**src/design/otp_cfg_pkg.sv**
```systemverilog
// Constants, field layouts and carrier types of the OTP configuration bank
package otp_cfg_pkg;
   localparam int          ADDR_W        = 8;
   localparam int          DATA_W        = 32;
   // Register indices; byte address is four times the index
   localparam logic [7:0]  IDX_ATTR      = 8'h17;
   localparam logic [7:0]  IDX_MAJOR     = 8'h18;
   localparam logic [7:0]  IDX_MINOR     = 8'h19;
   localparam logic [7:0]  IDX_FLUSH     = 8'h1a;
   localparam logic [7:0]  IDX_LOCK_LO   = 8'h1b;
   localparam logic [7:0]  IDX_LOCK_HI   = 8'h1c;
   localparam logic [7:0]  IDX_STAT      = 8'h1f;
   // Values after reset and built-in defaults of unlocked fields
   localparam logic [7:0]  RST_REG       = 8'h00;
   localparam logic [7:0]  DEF_ATTR      = 8'h00;
   localparam logic [7:0]  DEF_MAJOR     = 8'h00;
   localparam logic [7:0]  DEF_MINOR     = 8'h00;
   localparam logic [7:0]  DEF_FLUSH     = 8'h00;
   // Writable bits; reserved bits read as zero
   localparam logic [7:0]  MASK_ATTR     = 8'h0f;
   localparam logic [7:0]  MASK_FLUSH    = 8'h1e;
   localparam logic [7:0]  MASK_STAT     = 8'h1f;
   // Attribute and descriptor bit positions
   localparam int          ATTR_WAKE_EN  = 3;
   localparam int          ATTR_WAKE_VLD = 2;
   localparam int          DESC_WAKE     = 5;
   localparam int          DESC_SELF_PWR = 6;
   localparam int          DESC_ONE      = 7;
   localparam logic [1:0]  PWR_BUS       = 2'h0;
   localparam logic [1:0]  PWR_INVALID   = 2'h3;
   // Flush control bit positions
   localparam int          FL_RX_CLOSE   = 4;
   localparam int          FL_RX_OPEN    = 3;
   localparam int          FL_TX_CLOSE   = 2;
   localparam int          FL_TX_OPEN    = 1;
   // Lock bit positions, high byte
   localparam int          LK_MAKER_TXT_B = 7;
   localparam int          LK_MAKER_TXT_A = 6;
   localparam int          LK_FLUSH      = 5;
   localparam int          LK_RELEASE    = 4;
   localparam int          LK_ATTR       = 3;
   localparam int          LK_MAX_POWER  = 2;
   localparam int          LK_PRODUCT    = 1;
   localparam int          LK_MAKER      = 0;
   // Lock bit positions, low byte
   localparam int          LK_LANGUAGE   = 7;
   localparam int          LK_PIN3       = 6;
   localparam int          LK_PIN0       = 3;
   localparam int          LK_SERIAL_TXT = 2;
   localparam int          LK_PROD_TXT_B = 1;
   localparam int          LK_PROD_TXT_A = 0;
   // Status pin select and drive codes
   localparam logic [2:0]  SEL_SUSP_RST  = 3'h0;
   localparam logic [2:0]  SEL_SUSP      = 3'h1;
   localparam logic [2:0]  SEL_LOW_POWER_STATE   = 3'h2;
   localparam logic [2:0]  SEL_RST       = 3'h3;
   localparam logic [2:0]  SEL_SUSP_RST2 = 3'h4;
   localparam logic [2:0]  SEL_N_SUSP    = 3'h5;
   localparam logic [2:0]  SEL_N_LOW_POWER_STATE = 3'h6;
   localparam logic [2:0]  SEL_N_RST     = 3'h7;
   localparam logic [1:0]  DRV_OPEN_DRAIN = 2'h1;
   localparam logic [1:0]  DRV_PUSH_PULL = 2'h2;
   // AXI responses
   localparam logic [1:0]  RESP_OKAY     = 2'h0;
   localparam logic [1:0]  RESP_SLVERR   = 2'h2;

   typedef struct packed {
      logic [3:0] rsv;
      logic       wake_en;
      logic       wake_valid;
      logic [1:0] power_mode;
   } usb_attr_s;

   typedef struct packed {
      logic [2:0] rsv;
      logic [2:0] sel;
      logic [1:0] ctrl;
   } stat_cfg_s;

   typedef struct packed {
      logic suspend;
      logic low_power;
      logic bus_reset;
   } usb_state_s;
endpackage

```
**src/design/otp_usb_config_lock_bank.sv**
```systemverilog
// OTP configuration bank with lock bytes, reached over AXI4-Lite
// Function
// [RULE_01] With wake-advertise-valid set, descriptor bit D5 carries the remote-wakeup-enable bit.
// [RULE_02] With wake-advertise-valid clear, D5 does not advertise the wakeup setting.
// [RULE_03] Power mode 00 reports bus powered, 01 and 10 self powered, 11 is invalid.
// [RULE_04] Receive FIFO is flushed on port close if bit 4 is set and on open if bit 3 is set.
// [RULE_05] Transmit FIFO is flushed on port close if bit 2 is set and on open if bit 1 is set.
// [RULE_06] A field whose lock bit is set counts as programmed and takes no more writes.
// [RULE_07] A field's stored OTP value is used only while its lock bit is one.
// [RULE_08] Low lock byte: bit 7 language, bits 6 to 3 serial pins three to zero, bit 2 serial text.
// [RULE_09] High lock byte: maker text b, maker text a, flush, release, attributes, power, product, maker.
// [RULE_10] Software enters a field completely before locking it, or the rest burns as zeros.
// [RULE_11] Select codes 000 to 100 drive one during their condition and zero otherwise.
// [RULE_12] Select codes 101, 110, 111 drive zero during suspend, low power, bus reset, else one.
// [RULE_13] Drive code 01 gives open drain, 10 push-pull; 00 and 11 are not to be used.
// [RULE_14] Software writes zero to every reserved bit.
// [RULE_15] An unlocked field uses the built-in default instead of OTP contents.
//
// The AXI4-Lite slave port is this design's own decision.
`timescale 1ns/1ns
module otp_usb_config_lock_bank (
   input  wire logic                       clock,
   input  wire logic                       rstn,
   input  wire logic [otp_cfg_pkg::ADDR_W-1:0] s_axi_awaddr,
   input  wire logic                       s_axi_awvalid,
   output logic                            s_axi_awready,
   input  wire logic [31:0]                s_axi_wdata,
   input  wire logic [3:0]                 s_axi_wstrb,
   input  wire logic                       s_axi_wvalid,
   output logic                            s_axi_wready,
   output logic [1:0]                      s_axi_bresp,
   output logic                            s_axi_bvalid,
   input  wire logic                       s_axi_bready,
   input  wire logic [otp_cfg_pkg::ADDR_W-1:0] s_axi_araddr,
   input  wire logic                       s_axi_arvalid,
   output logic                            s_axi_arready,
   output logic [31:0]                     s_axi_rdata,
   output logic [1:0]                      s_axi_rresp,
   output logic                            s_axi_rvalid,
   input  wire logic                       s_axi_rready,
   input  wire logic                       port_opened,
   input  wire logic                       port_closed,
   input  wire otp_cfg_pkg::usb_state_s    usb_state,
   output logic [7:0]                      desc_bm_attributes,
   output logic                            power_mode_invalid,
   output logic [7:0]                      release_major,
   output logic [7:0]                      release_minor,
   output logic [7:0]                      field_lock_lo,
   output logic [7:0]                      field_lock_hi,
   output logic                            rx_fifo_flush,
   output logic                            tx_fifo_flush,
   output logic                            suspend_indicator_pin,
   output logic                            suspend_indicator_pin_oe
);
   import otp_cfg_pkg::*;

   logic              aw_held;
   logic [ADDR_W-1:0] aw_addr;
   logic              w_held;
   logic [7:0]        w_byte;
   logic              w_lane0;
   logic              do_write;
   logic [7:0]        widx;
   logic [7:0]        ridx;
   logic              w_ok;
   logic              w_refused;
   usb_attr_s         stage_attr;
   logic [7:0]        stage_major;
   logic [7:0]        stage_minor;
   logic [7:0]        stage_flush;
   stat_cfg_s         stat_cfg;
   logic [7:0]        lock_lo;
   logic [7:0]        lock_hi;
   logic [7:0]        next_lock_hi;
   usb_attr_s         otp_attr;
   logic [7:0]        otp_major;
   logic [7:0]        otp_minor;
   logic [7:0]        otp_flush;
   usb_attr_s         eff_attr;
   logic [7:0]        eff_flush;
   logic [7:0]        rd_val;
   logic              rd_hit;

   // Write path: address and data taken in either order
   assign do_write = aw_held & w_held & ~s_axi_bvalid;
   assign widx     = {2'h0, aw_addr[ADDR_W-1:2]};
   assign w_ok     = (aw_addr[1:0] == 2'h0) &&
                     (widx == IDX_ATTR || widx == IDX_MAJOR || widx == IDX_MINOR || widx == IDX_FLUSH ||
                      widx == IDX_LOCK_LO || widx == IDX_LOCK_HI || widx == IDX_STAT);
   assign w_refused = (widx == IDX_ATTR && lock_hi[LK_ATTR]) ||
                      ((widx == IDX_MAJOR || widx == IDX_MINOR) && lock_hi[LK_RELEASE]) ||
                      (widx == IDX_FLUSH && lock_hi[LK_FLUSH]); // [RULE_06]

   always_ff @(posedge clock or negedge rstn) begin
      if (!rstn) begin
         aw_held      <= 1'b0;
         aw_addr      <= '0;
         w_held       <= 1'b0;
         w_byte       <= RST_REG;
         w_lane0      <= 1'b0;
         s_axi_bvalid <= 1'b0;
         s_axi_bresp  <= RESP_OKAY;
         s_axi_awready <= 1'b1;
         s_axi_wready  <= 1'b1;
      end else begin
         // Readies are registered copies of the next idle state
         s_axi_awready <= ~do_write & ~(aw_held | (s_axi_awvalid & s_axi_awready)) &
                          ~(s_axi_bvalid & ~s_axi_bready);
         s_axi_wready  <= ~do_write & ~(w_held | (s_axi_wvalid & s_axi_wready)) &
                          ~(s_axi_bvalid & ~s_axi_bready);
         if (s_axi_awvalid && s_axi_awready) begin
            aw_held <= 1'b1;
            aw_addr <= s_axi_awaddr;
         end
         if (s_axi_wvalid && s_axi_wready) begin
            w_held  <= 1'b1;
            w_byte  <= s_axi_wdata[7:0];
            w_lane0 <= s_axi_wstrb[0];
         end
         if (do_write) begin
            aw_held      <= 1'b0;
            w_held       <= 1'b0;
            s_axi_bvalid <= 1'b1;
            s_axi_bresp  <= (w_ok && !(w_lane0 && w_refused)) ? RESP_OKAY : RESP_SLVERR;
         end else if (s_axi_bvalid && s_axi_bready) begin
            s_axi_bvalid <= 1'b0;
         end
      end
   end

   // Staged field values; locked fields refuse writes
   always_ff @(posedge clock or negedge rstn) begin
      if (!rstn) begin
         stage_attr  <= RST_REG;
         stage_major <= RST_REG;
         stage_minor <= RST_REG;
         stage_flush <= RST_REG;
         stat_cfg    <= RST_REG;
      end else if (do_write && w_ok && w_lane0 && !w_refused) begin // [RULE_06]
         case (widx)
            IDX_ATTR:  stage_attr  <= w_byte & MASK_ATTR;
            IDX_MAJOR: stage_major <= w_byte;
            IDX_MINOR: stage_minor <= w_byte;
            IDX_FLUSH: stage_flush <= w_byte & MASK_FLUSH;
            IDX_STAT:  stat_cfg    <= w_byte & MASK_STAT;
            default: ;
         endcase
      end
   end

   // Lock bits only set; a newly set bit burns the staged field into OTP
   always_comb begin
      next_lock_hi = lock_hi;
      if (do_write && w_lane0 && widx == IDX_LOCK_HI && aw_addr[1:0] == 2'h0) begin
         next_lock_hi = lock_hi | w_byte;
      end
   end

   always_ff @(posedge clock or negedge rstn) begin
      if (!rstn) begin
         lock_lo   <= RST_REG;
         lock_hi   <= RST_REG;
         otp_attr  <= RST_REG;
         otp_major <= RST_REG;
         otp_minor <= RST_REG;
         otp_flush <= RST_REG;
      end else begin
         if (do_write && w_lane0 && widx == IDX_LOCK_LO && aw_addr[1:0] == 2'h0) begin
            lock_lo <= lock_lo | w_byte; // [RULE_08]
         end
         lock_hi <= next_lock_hi; // [RULE_09]
         // Unwritten parts of a field burn as zeros
         if (next_lock_hi[LK_ATTR] && !lock_hi[LK_ATTR]) begin // [RULE_10]
            otp_attr <= stage_attr;
         end
         if (next_lock_hi[LK_RELEASE] && !lock_hi[LK_RELEASE]) begin
            otp_major <= stage_major;
            otp_minor <= stage_minor;
         end
         if (next_lock_hi[LK_FLUSH] && !lock_hi[LK_FLUSH]) begin
            otp_flush <= stage_flush;
         end
      end
   end

   // Effective values: OTP when locked, built-in default otherwise
   assign eff_attr  = lock_hi[LK_ATTR] ? otp_attr : usb_attr_s'(DEF_ATTR);  // [RULE_07] [RULE_15]
   assign eff_flush = lock_hi[LK_FLUSH] ? otp_flush : DEF_FLUSH;           // [RULE_07] [RULE_15]

   always_ff @(posedge clock or negedge rstn) begin
      if (!rstn) begin
         desc_bm_attributes <= RST_REG;
         power_mode_invalid <= 1'b0;
         release_major      <= DEF_MAJOR;
         release_minor      <= DEF_MINOR;
         field_lock_lo      <= RST_REG;
         field_lock_hi      <= RST_REG;
      end else begin
         desc_bm_attributes                <= RST_REG;
         desc_bm_attributes[DESC_ONE]      <= 1'b1;
         desc_bm_attributes[DESC_SELF_PWR] <= (eff_attr.power_mode != PWR_BUS) &&
                                              (eff_attr.power_mode != PWR_INVALID); // [RULE_03]
         desc_bm_attributes[DESC_WAKE]     <= eff_attr.wake_valid & eff_attr.wake_en; // [RULE_01] [RULE_02]
         power_mode_invalid                <= eff_attr.power_mode == PWR_INVALID;     // [RULE_03]
         release_major                     <= lock_hi[LK_RELEASE] ? otp_major : DEF_MAJOR; // [RULE_07]
         release_minor                     <= lock_hi[LK_RELEASE] ? otp_minor : DEF_MINOR; // [RULE_15]
         field_lock_lo                     <= lock_lo; // [RULE_08]
         field_lock_hi                     <= lock_hi; // [RULE_09]
      end
   end

   // Read path: fields read back the OTP value once locked
   assign ridx = {2'h0, s_axi_araddr[ADDR_W-1:2]};

   always_comb begin
      rd_hit = s_axi_araddr[1:0] == 2'h0;
      case (ridx)
         IDX_ATTR:    rd_val = lock_hi[LK_ATTR] ? otp_attr : stage_attr;
         IDX_MAJOR:   rd_val = lock_hi[LK_RELEASE] ? otp_major : stage_major;
         IDX_MINOR:   rd_val = lock_hi[LK_RELEASE] ? otp_minor : stage_minor;
         IDX_FLUSH:   rd_val = lock_hi[LK_FLUSH] ? otp_flush : stage_flush;
         IDX_LOCK_LO: rd_val = lock_lo;
         IDX_LOCK_HI: rd_val = lock_hi;
         IDX_STAT:    rd_val = stat_cfg;
         default: begin
            rd_val = RST_REG;
            rd_hit = 1'b0;
         end
      endcase
   end

   always_ff @(posedge clock or negedge rstn) begin
      if (!rstn) begin
         s_axi_rvalid  <= 1'b0;
         s_axi_rdata   <= '0;
         s_axi_rresp   <= RESP_OKAY;
         s_axi_arready <= 1'b1;
      end else begin
         // Ready is registered as the inverse of the next valid
         s_axi_arready <= ~(s_axi_arvalid & s_axi_arready) & (s_axi_rready | ~s_axi_rvalid);
         if (s_axi_arvalid && s_axi_arready) begin
            s_axi_rvalid <= 1'b1;
            s_axi_rdata  <= {24'h000000, rd_hit ? rd_val : RST_REG};
            s_axi_rresp  <= rd_hit ? RESP_OKAY : RESP_SLVERR;
         end else if (s_axi_rready) begin
            s_axi_rvalid <= 1'b0;
         end
      end
   end

   fifo_flush_ctrl u_flush (
      .clock       (clock),
      .rstn        (rstn),
      .flush_cfg   (eff_flush),
      .port_opened (port_opened),
      .port_closed (port_closed),
      .rx_flush    (rx_fifo_flush),
      .tx_flush    (tx_fifo_flush)
   );

   stat_pin_drive u_stat (
      .clock     (clock),
      .rstn      (rstn),
      .cfg       (stat_cfg),
      .usb_state (usb_state),
      .pin_out   (suspend_indicator_pin),
      .pin_oe    (suspend_indicator_pin_oe)
   );
endmodule // otp_usb_config_lock_bank

```
**src/design/fifo_flush_ctrl.sv**
```systemverilog
// Automatic FIFO flush pulses on serial port open and close events
`timescale 1ns/1ns
module fifo_flush_ctrl (
   input  wire logic       clock,
   input  wire logic       rstn,
   input  wire logic [7:0] flush_cfg,
   input  wire logic       port_opened,
   input  wire logic       port_closed,
   output logic            rx_flush,
   output logic            tx_flush
);
   import otp_cfg_pkg::*;

   always_ff @(posedge clock or negedge rstn) begin
      if (!rstn) begin
         rx_flush <= 1'b0;
         tx_flush <= 1'b0;
      end else begin
         rx_flush <= (port_closed & flush_cfg[FL_RX_CLOSE]) | (port_opened & flush_cfg[FL_RX_OPEN]); // [RULE_04]
         tx_flush <= (port_closed & flush_cfg[FL_TX_CLOSE]) | (port_opened & flush_cfg[FL_TX_OPEN]); // [RULE_05]
      end
   end
endmodule // fifo_flush_ctrl

```
**src/design/stat_pin_drive.sv**
```systemverilog
// Suspend indicator pin level and driver type
`timescale 1ns/1ns
module stat_pin_drive (
   input  wire logic                   clock,
   input  wire logic                   rstn,
   input  wire otp_cfg_pkg::stat_cfg_s cfg,
   input  wire otp_cfg_pkg::usb_state_s usb_state,
   output logic                        pin_out,
   output logic                        pin_oe
);
   import otp_cfg_pkg::*;

   logic cond;
   logic level;

   always_comb begin
      case (cfg.sel)
         SEL_SUSP_RST, SEL_SUSP_RST2: cond = usb_state.suspend | usb_state.bus_reset; // [RULE_11]
         SEL_SUSP, SEL_N_SUSP:        cond = usb_state.suspend;
         SEL_LOW_POWER_STATE, SEL_N_LOW_POWER_STATE:  cond = usb_state.low_power;
         SEL_RST, SEL_N_RST:          cond = usb_state.bus_reset;
         default:                     cond = 1'b0;
      endcase
      // Upper three codes are active low
      level = (cfg.sel >= SEL_N_SUSP) ? ~cond : cond; // [RULE_12]
   end

   always_ff @(posedge clock or negedge rstn) begin
      if (!rstn) begin
         pin_out <= 1'b0;
         pin_oe  <= 1'b0;
      end else begin
         case (cfg.ctrl)
            DRV_OPEN_DRAIN: begin // [RULE_13]
               pin_out <= 1'b0;
               pin_oe  <= ~level;
            end
            DRV_PUSH_PULL: begin
               pin_out <= level;
               pin_oe  <= 1'b1;
            end
            default: begin
               // Invalid drive codes leave the pin undriven
               pin_out <= 1'b0;
               pin_oe  <= 1'b0;
            end
         endcase
      end
   end
endmodule // stat_pin_drive

```
**config.mk**
```make
export PLATFORM = sky130hd
export DESIGN_NAME = otp_usb_config_lock_bank
export DESIGN_NICKNAME = d
export VERILOG_FILES = /design/src/design/otp_cfg_pkg.sv /design/src/design/otp_usb_config_lock_bank.sv /design/src/design/fifo_flush_ctrl.sv /design/src/design/stat_pin_drive.sv
export SDC_FILE = /design/constraint.sdc
export NUM_CORES = 1
export LEC_CHECK = 0
export BUFFER_PORTS_ARGS = -buffer_cell sky130_fd_sc_hd__buf_2
export CAP_MARGIN = 30
export CORE_MARGIN = 2
export CORE_UTILIZATION = 48
export DETAILED_ROUTE_END_ITERATION = 7
export PLACE_DENSITY = 0.76
export SYNTH_ARGS = -nofsm -noshare
export SYNTH_HDL_FRONTEND = slang
export SYNTH_SLANG_ARGS = --single-unit
export TNS_END_PERCENT = 50
```
**constraint.sdc**
```tcl
create_clock -name clock -period 1.85 [get_ports clock]
set_clock_uncertainty 0.05 [all_clocks]
set_input_delay 0.2775 -clock clock [delete_from_list [all_inputs] [get_ports clock]]
set_output_delay 0.2775 -clock clock [all_outputs]
set_load 0.05 [all_outputs]
```
==> results.sh, run 1 <==
export IMPL_h_tree_depth=4
export IMPL_whs_path_depth=2
export IMPL_final_cell_mix="139 x dfrtp_1, 90 x buf_2, 58 x mux2_2"
export IMPL_synthSimpleGateAreaFrac_pct=10.1
export IMPL_slowest_stage="or4_4"
export IMPL_dr_wl_met3_mm=1.01
export IMPL_netlist_top_cell_by_area="dfrtp_1"
export IMPL_path_clk_slew_ns=0.06
export IMPL_cts_buffers=17
export IMPL_dr_first_iter_drc_count=308
export IMPL_crit_path_max_incr_delay_ns=0.54
export IMPL_ir_worst_vdd_v=0.000912
export IMPL_worstSetupEndpointType="register"
export IMPL_max_slew_margin_pct=63.4
export IMPL_setup_slack_ns=-0.104
export IMPL_hold_class="primary input to register"
export IMPL_post_route_period_util_pct=106
export IMPL_p_total_w=0.00913
export IMPL_finalNetCount=677
export IMPL_grt_pass1_wl_mm=21.9
export IMPL_synth_edff_count=0
export IMPL_cp_top_family="simple AND/OR/NAND/NOR gates"
export IMPL_critPathKind="register to register"
export IMPL_ios=150
export IMPL_yosysTopAreaCellShare_pct=58.0
export IMPL_num_vias=4243
export IMPL_synthXorXnorAreaFrac_pct=0.290
export IMPL_p_per_area_nw_per_um2=1200
export IMPL_rr_startpoint="s_axi_bvalid"
export IMPL_outcome="finished, violations left"
export IMPL_violations="setup timing"
export IMPL_gp_congestion=0.920
export IMPL_drive_gt1_share_pct=40.3
export IMPL_cts_tree="built"
export IMPL_initial_utilization_pct=49.7
export IMPL_wl_met1_mm=5.64
export IMPL_rsz0062_at_grt="yes"
export IMPL_switching_share_pct=28.7
export IMPL_seq_area_frac_synth_pct=59.3
export IMPL_cts_root_buf="clkbuf_16"
export IMPL_drc=0
export IMPL_arrival_ns=2.21
export IMPL_syn_avg_cell_area_um2=12.7
export IMPL_die_w_um=116
export IMPL_drv_cap=0
export IMPL_syn_inst=476
export IMPL_drt_total_wl_mm=13.8
export IMPL_worst_endpoint_required_ns=2.10
export IMPL_setup_viol=27
export IMPL_via_per_inst=5.36
export IMPL_worstSkewPairLatency_ns=0.42
export IMPL_maxSlewViolCount=0
export IMPL_std_cell_rows=40
export IMPL_antenna_found_initial=1
export IMPL_critPathLaunchType="register"
export IMPL_critPathMaxFanout=8
export IMPL_layout_commonest_cell="dfrtp_1"
export IMPL_highest_layer="met4"
export IMPL_clock_fmax_mhz=512
export IMPL_core_area_um2=12200
export IMPL_dpl_cell_area_um2=6860
export IMPL_r2r_cells=5
export IMPL_synth_top_family_by_area="multiplexers"
export IMPL_port_buffers=91
export IMPL_cp_num_buf_inv=0
export IMPL_p_int_w=0.00651
export IMPL_synth_fa_ha_area_share_pct=0.621
export IMPL_fin_crit_ns=1.95
export IMPL_path_depth=5
export IMPL_combinationalPowerShare_pct=17.1
export IMPL_design_area_um2=7580
export IMPL_wl_met2_mm=6.72
export IMPL_ant_nets=0
export IMPL_power_frac_seq_pct=43.3
export IMPL_ys_flop_type="dfrtp_1"
export IMPL_area_growth_pct=25.4
export IMPL_hold_violations=0
export IMPL_synth_compound_area_share_pct=9.21
export IMPL_syn_area_um2=6040
export IMPL_p_leak_nw=3.94
export IMPL_ys_warn_count=0
export IMPL_grt_total_usage_pct=21.8
export IMPL_grt_pass1_vias=4214
export IMPL_clockBufferDepth=2
export IMPL_clock_sinks=143
export IMPL_wl_per_cell_um=17.4
export IMPL_clkPwrFrac_pct=39.5
export IMPL_cp_cell_sequence="and3b_2, nand3_4, nand2b_4, or4_4, mux2_4"
export IMPL_ys_types=54
export IMPL_dp_hpwl_mm=9.79
export IMPL_worst_pin_slew_ns=0.549
export IMPL_die_area_um2=13500
export IMPL_firstDrtPassIters=5
export IMPL_switchingPower_w=0.00262
export IMPL_crit_start="s_axi_bvalid"
export IMPL_tns_ns=-1.02
export IMPL_overflow=0
export IMPL_grt_max_degree=56
export IMPL_die_height_um=116
export IMPL_ys_top_cells_by_area="dfrtp_1 58%, mux2_2 12%, buf_4 3.9%"
export IMPL_synthMuxAreaShare_pct=14.5
export IMPL_ys_ff_latch=143
export IMPL_async_reset_ff_share_pct=100
export IMPL_min_from="s_axi_wdata[4]"
## power groups by stage
stage,clock (W),sequential [W],combinational [W]
floorplan,0,0.00402,0.000910
global placement,0,0.00397,0.00148
detailed placement,0,0.00399,0.00152
CTS,0.00366,0.00395,0.00154
global route,0.00380,0.00401,0.00168
finish,0.00361,0.00396,0.00156
## final timing paths
check                              endpoint  slack (ns)
max in group asynchronous     s_axi_arready        0.78
max reg2reg                  stage_major[7]       -0.10
min reg2reg                field_lock_hi[1]        0.38
min in group asynchronous        lock_lo[7]        0.36
max                          stage_major[7]       -0.10
min                               w_byte[4]        0.03
## cell families after synthesis
kind of cell / Yosys count
AOI/OAI and AO/OA: 87
xor gates and xnor gates: 2
adders and majority gates: 3
buffers and inverters: 57
DFF: 143
muxes: 76
other: 2
and+or+nand+nor: 106
## sequential cells by signal (all words and copies together) (netlist names), 3 cells and up
register	count
field_lock_hi	8
stage_flush	4
stage_minor	8
otp_attr	4
desc_bm_attributes	3
w_byte	8
release_major	8
s_axi_rdata	8
lock_hi	8
stage_major	8
stat_cfg	5
otp_minor	8
release_minor	8
field_lock_lo	8
stage_attr	4
otp_flush	4
otp_major	8
aw_addr	8
lock_lo	8
## Yosys cell counts, types with 5 or more instances
master    number
and2_1        19
a21o_1        16
nor3_1         5
o21ai_0       19
a211oi_1       5
nand3_1        5
nor2b_1        7
a21oi_1       22
inv_1          9
o22ai_1        5
mux2_4         8
a22oi_1        6
dfrtp_1      140
mux2_2        62
buf_4         31
mux2i_1        6
clkbuf_1      10
nand2_1       24
nor2_1        17
## layer usage
layer  GRT usage (%)  up-vias
met3            6.59       33
met1            27.6     2112
met5               0        -
met4            9.52        0
li1                -     1889
met2            35.1      209
## per-stage QoR
step                      utilization, %  hold WS, ns  worst slack, ns  std cells
after floorplan                        -      -0.0681           -0.253        506
after global placement              56.4        0.223          -0.0871        755
after detailed placement            56.4        0.229           -0.128        755
after CTS                           62.1       0.0152           -0.109        790
after global routing                62.3       0.0226           -0.143        792
final                               62.3       0.0347           -0.104        792
## layout make-up
class | count | area [µm²]
fill | 950 | 4580
sequential | 143 | 3580
multi-input combinational | 306 | 2280
timing repair buffer | 133 | 837
clock buffer | 23 | 478
tap | 168 | 210
clock inverter | 9 | 156
inverter | 9 | 33.8
antenna | 1 | 2.50
## repair_timing
action	in CTS	in global routing
cloned	0	0
hold buffers	1	0
resized for setup	6	6
setup endpoints to repair	44	52
setup buffers	2	1
pin swaps	3	3
hold endpoints to repair	49	0
Note: power is estimated with default switching activity, not from simulation.
==> inputs of run 2 (changes only) <==
--- a/config.mk
+++ b/config.mk
@@ -5,7 +5,7 @@
 export SDC_FILE = /design/constraint.sdc
 export NUM_CORES = 1
 export LEC_CHECK = 0
-export BUFFER_PORTS_ARGS = -buffer_cell sky130_fd_sc_hd__buf_2
+export BUFFER_PORTS_ARGS = -buffer_cell sky130_fd_sc_hd__clkbuf_2
 export CAP_MARGIN = 30
 export CORE_MARGIN = 2
 export CORE_UTILIZATION = 48
==> run 2 against run 1 <==
Compared with the run above:
- the flow still finishes with violations (setup timing)
- final area hardly changed
- non-clock buffer count grew 1
- total power up 0.47%
- utilization fell by 0.062 points
- sequential power is essentially flat
- sequential share of layout area is 0.063 points higher
- combinational power about the same
- register-to-register slack improved by 0.03 ns
- hold slack improved by 0.0020 ns
- clock power about the same
- critical path type unchanged
==> results.sh, run 2 (synthesis results as in run 1) <==
export IMPL_outcome="finished, violations left"
export IMPL_violations="setup timing"
export IMPL_h_tree_depth=4
export IMPL_worstSetupEndpointType="register"
export IMPL_overflow=0
export IMPL_clkPwrFrac_pct=39.7
export IMPL_min_from="s_axi_wdata[2]"
export IMPL_placedCellCount=757
export IMPL_firstDrtPassIters=4
export IMPL_p_total_w=0.00917
export IMPL_ios=150
export IMPL_cp_cell_sequence="and3b_2, nand3_4, nand2b_4, or4_4, mux2_4"
export IMPL_critPathMaxFanout=8
export IMPL_cts_root_buf="clkbuf_16"
export IMPL_finalNetCount=678
export IMPL_via_per_inst=5.21
export IMPL_utilization_pct=62.3
export IMPL_ir_worst_vdd_v=0.000946
export IMPL_fin_crit_ns=1.93
export IMPL_die_height_um=116
export IMPL_num_vias=4130
export IMPL_port_buffers=91
export IMPL_critPathLaunchType="register"
export IMPL_worstSkewPairLatency_ns=0.42
export IMPL_cp_top_family="simple AND/OR/NAND/NOR gates"
export IMPL_drc=0
export IMPL_n_fill_cell=932
export IMPL_layout_commonest_cell="dfrtp_1"
export IMPL_std_cell_rows=40
export IMPL_grt_total_usage_pct=21.2
export IMPL_p_int_w=0.00654
export IMPL_clock_sinks=143
export IMPL_antenna_found_initial=0
export IMPL_dr_first_iter_drc_count=324
export IMPL_dp_hpwl_mm=9.55
export IMPL_critPathKind="register to register"
export IMPL_post_route_period_util_pct=104
export IMPL_drv_cap=0
export IMPL_setup_slack_ns=-0.0785
export IMPL_die_area_um2=13500
export IMPL_clockBufferDepth=2
export IMPL_cts_buffers=17
export IMPL_initial_utilization_pct=49.7
export IMPL_grt_max_degree=52
export IMPL_rrSetupSlack_ns=-0.08
export IMPL_worstHoldEndpoint="w_byte[2]"
export IMPL_whs_path_depth=2
export IMPL_crit_path_max_incr_delay_ns=0.53
export IMPL_switchingPower_w=0.00263
export IMPL_grt_pass1_wl_mm=21.6
export IMPL_rr_startpoint="s_axi_bvalid"
export IMPL_path_clk_slew_ns=0.06
export IMPL_r2r_end="stage_major[3]"
export IMPL_maxSlewViolCount=0
export IMPL_antenna_cells=0
export IMPL_slowest_stage="or4_4"
export IMPL_rsz0062_at_grt="yes"
export IMPL_drive_gt1_share_pct=40.4
export IMPL_core_area_um2=12200
export IMPL_p_leak_nw=3.92
export IMPL_drt_total_wl_mm=13.3
export IMPL_final_cell_mix="138 x dfrtp_1, 90 x clkbuf_2, 58 x mux2_2"
export IMPL_worst_endpoint_required_ns=2.10
export IMPL_grt_pass1_vias=4215
export IMPL_power_frac_seq_pct=43.2
export IMPL_cts_tree="built"
export IMPL_cp_num_buf_inv=0
export IMPL_wl_per_cell_um=16.8
export IMPL_die_w_um=116
export IMPL_fin_cells=792
export IMPL_r2r_cells=5
export IMPL_hold_class="primary input to register"
export IMPL_gp_congestion=0.900
export IMPL_combinationalPowerShare_pct=17.1
export IMPL_arrival_ns=2.18
export IMPL_p_per_area_nw_per_um2=1210
export IMPL_setup_viol=28
export IMPL_ant_nets=0
export IMPL_area_growth_pct=25.3
export IMPL_switching_share_pct=28.7
export IMPL_clock_fmax_mhz=519
export IMPL_hold_violations=0
[run 2: cell count changes in the layout (fill, tap and decap cells not counted), moves of 2 or more]
| cell | before | now |
|---|---|---|
| buf_2 | 90 | 0 |
| clkbuf_2 | 0 | 90 |
| clkbuf_8 | 3 | 0 |
| clkinvlp_4 | 3 | 0 |
| buf_12 | 4 | 2 |
| buf_4 | 35 | 37 |
| clkinv_2 | 1 | 3 |
| clkinv_4 | 1 | 3 |
| nor3_2 | 3 | 1 |
| nor3_4 | 0 | 2 |
[run 2: layout make-up]
cell class,count,area (µm²),share of cell area [%]
sequential,143,3580,47.3
inverter,9,33.8,0.446
multi-input combinational,306,2290,30.2
clock buffer,21,440,5.82
timing repair buffer,134,823,10.9
tap,168,210,2.78
clock inverter,11,191,2.53
[run 2: worst register-to-register path, cell delays in order, from the launching register on]
cell and delay [ns]:
dfrtp_2 0.39, and3b_2 0.28, nand3_4 0.08, nand2b_4 0.15, or4_4 0.53, mux2_4 0.34
[run 2: through the flow]
step,TNS (ns),worst slack (ns),area [µm²],hold slack [ns]
floorplan,-4.54,-0.253,6190,-0.0681
global placement,-1.06,-0.0812,6850,0.198
detailed placement,-2.67,-0.114,6850,0.210
CTS,-0.933,-0.0831,7530,0.0258
global route,-3.47,-0.145,7570,0.0292
finish,-1.09,-0.0785,7570,0.0368
[run 2: per-layer routing]
layer / global-route usage [%] / routed length, µm / vias up / part of all wire (%)
met5: 0 / 0 / - / 0
met4: 6.03 / 216 / 0 / 1.6
met3: 6.18 / 868 / 18 / 6.5
met2: 34.5 / 6630 / 160 / 50
met1: 28.0 / 5610 / 2055 / 42
li1: - / - / 1897 / -
[run 2: how the worst max path moves through the flow]
stage,startpoint,to,cells past startpoint
after floorplan,s_axi_bvalid,stage_major[0],7
after global placement,s_axi_bvalid,stage_major[6],5
after detailed placement,s_axi_bvalid,otp_flush[2],5
after CTS,s_axi_bvalid,stage_major[6],5
after global routing,s_axi_bvalid,otp_flush[2],5
final,s_axi_bvalid,stage_major[3],5
[run 2: power by group through the flow]
| stage | combinational (W) | clock, W | sequential [W] |
|---|---|---|---|
| after floorplan | 0.000910 | 0 | 0.00402 |
| after global placement | 0.00148 | 0 | 0.00397 |
| after detailed placement | 0.00152 | 0 | 0.00400 |
| after CTS | 0.00155 | 0.00370 | 0.00395 |
| after global routing | 0.00170 | 0.00383 | 0.00401 |
| final | 0.00157 | 0.00364 | 0.00397 |
[run 2: timing repair]
action	in CTS	in global routing
buffers inserted	1	1
hold buffers	1	0
pin swaps	0	1
resized for setup	7	9
setup endpoints to repair	48	46
hold endpoints to repair	45	0
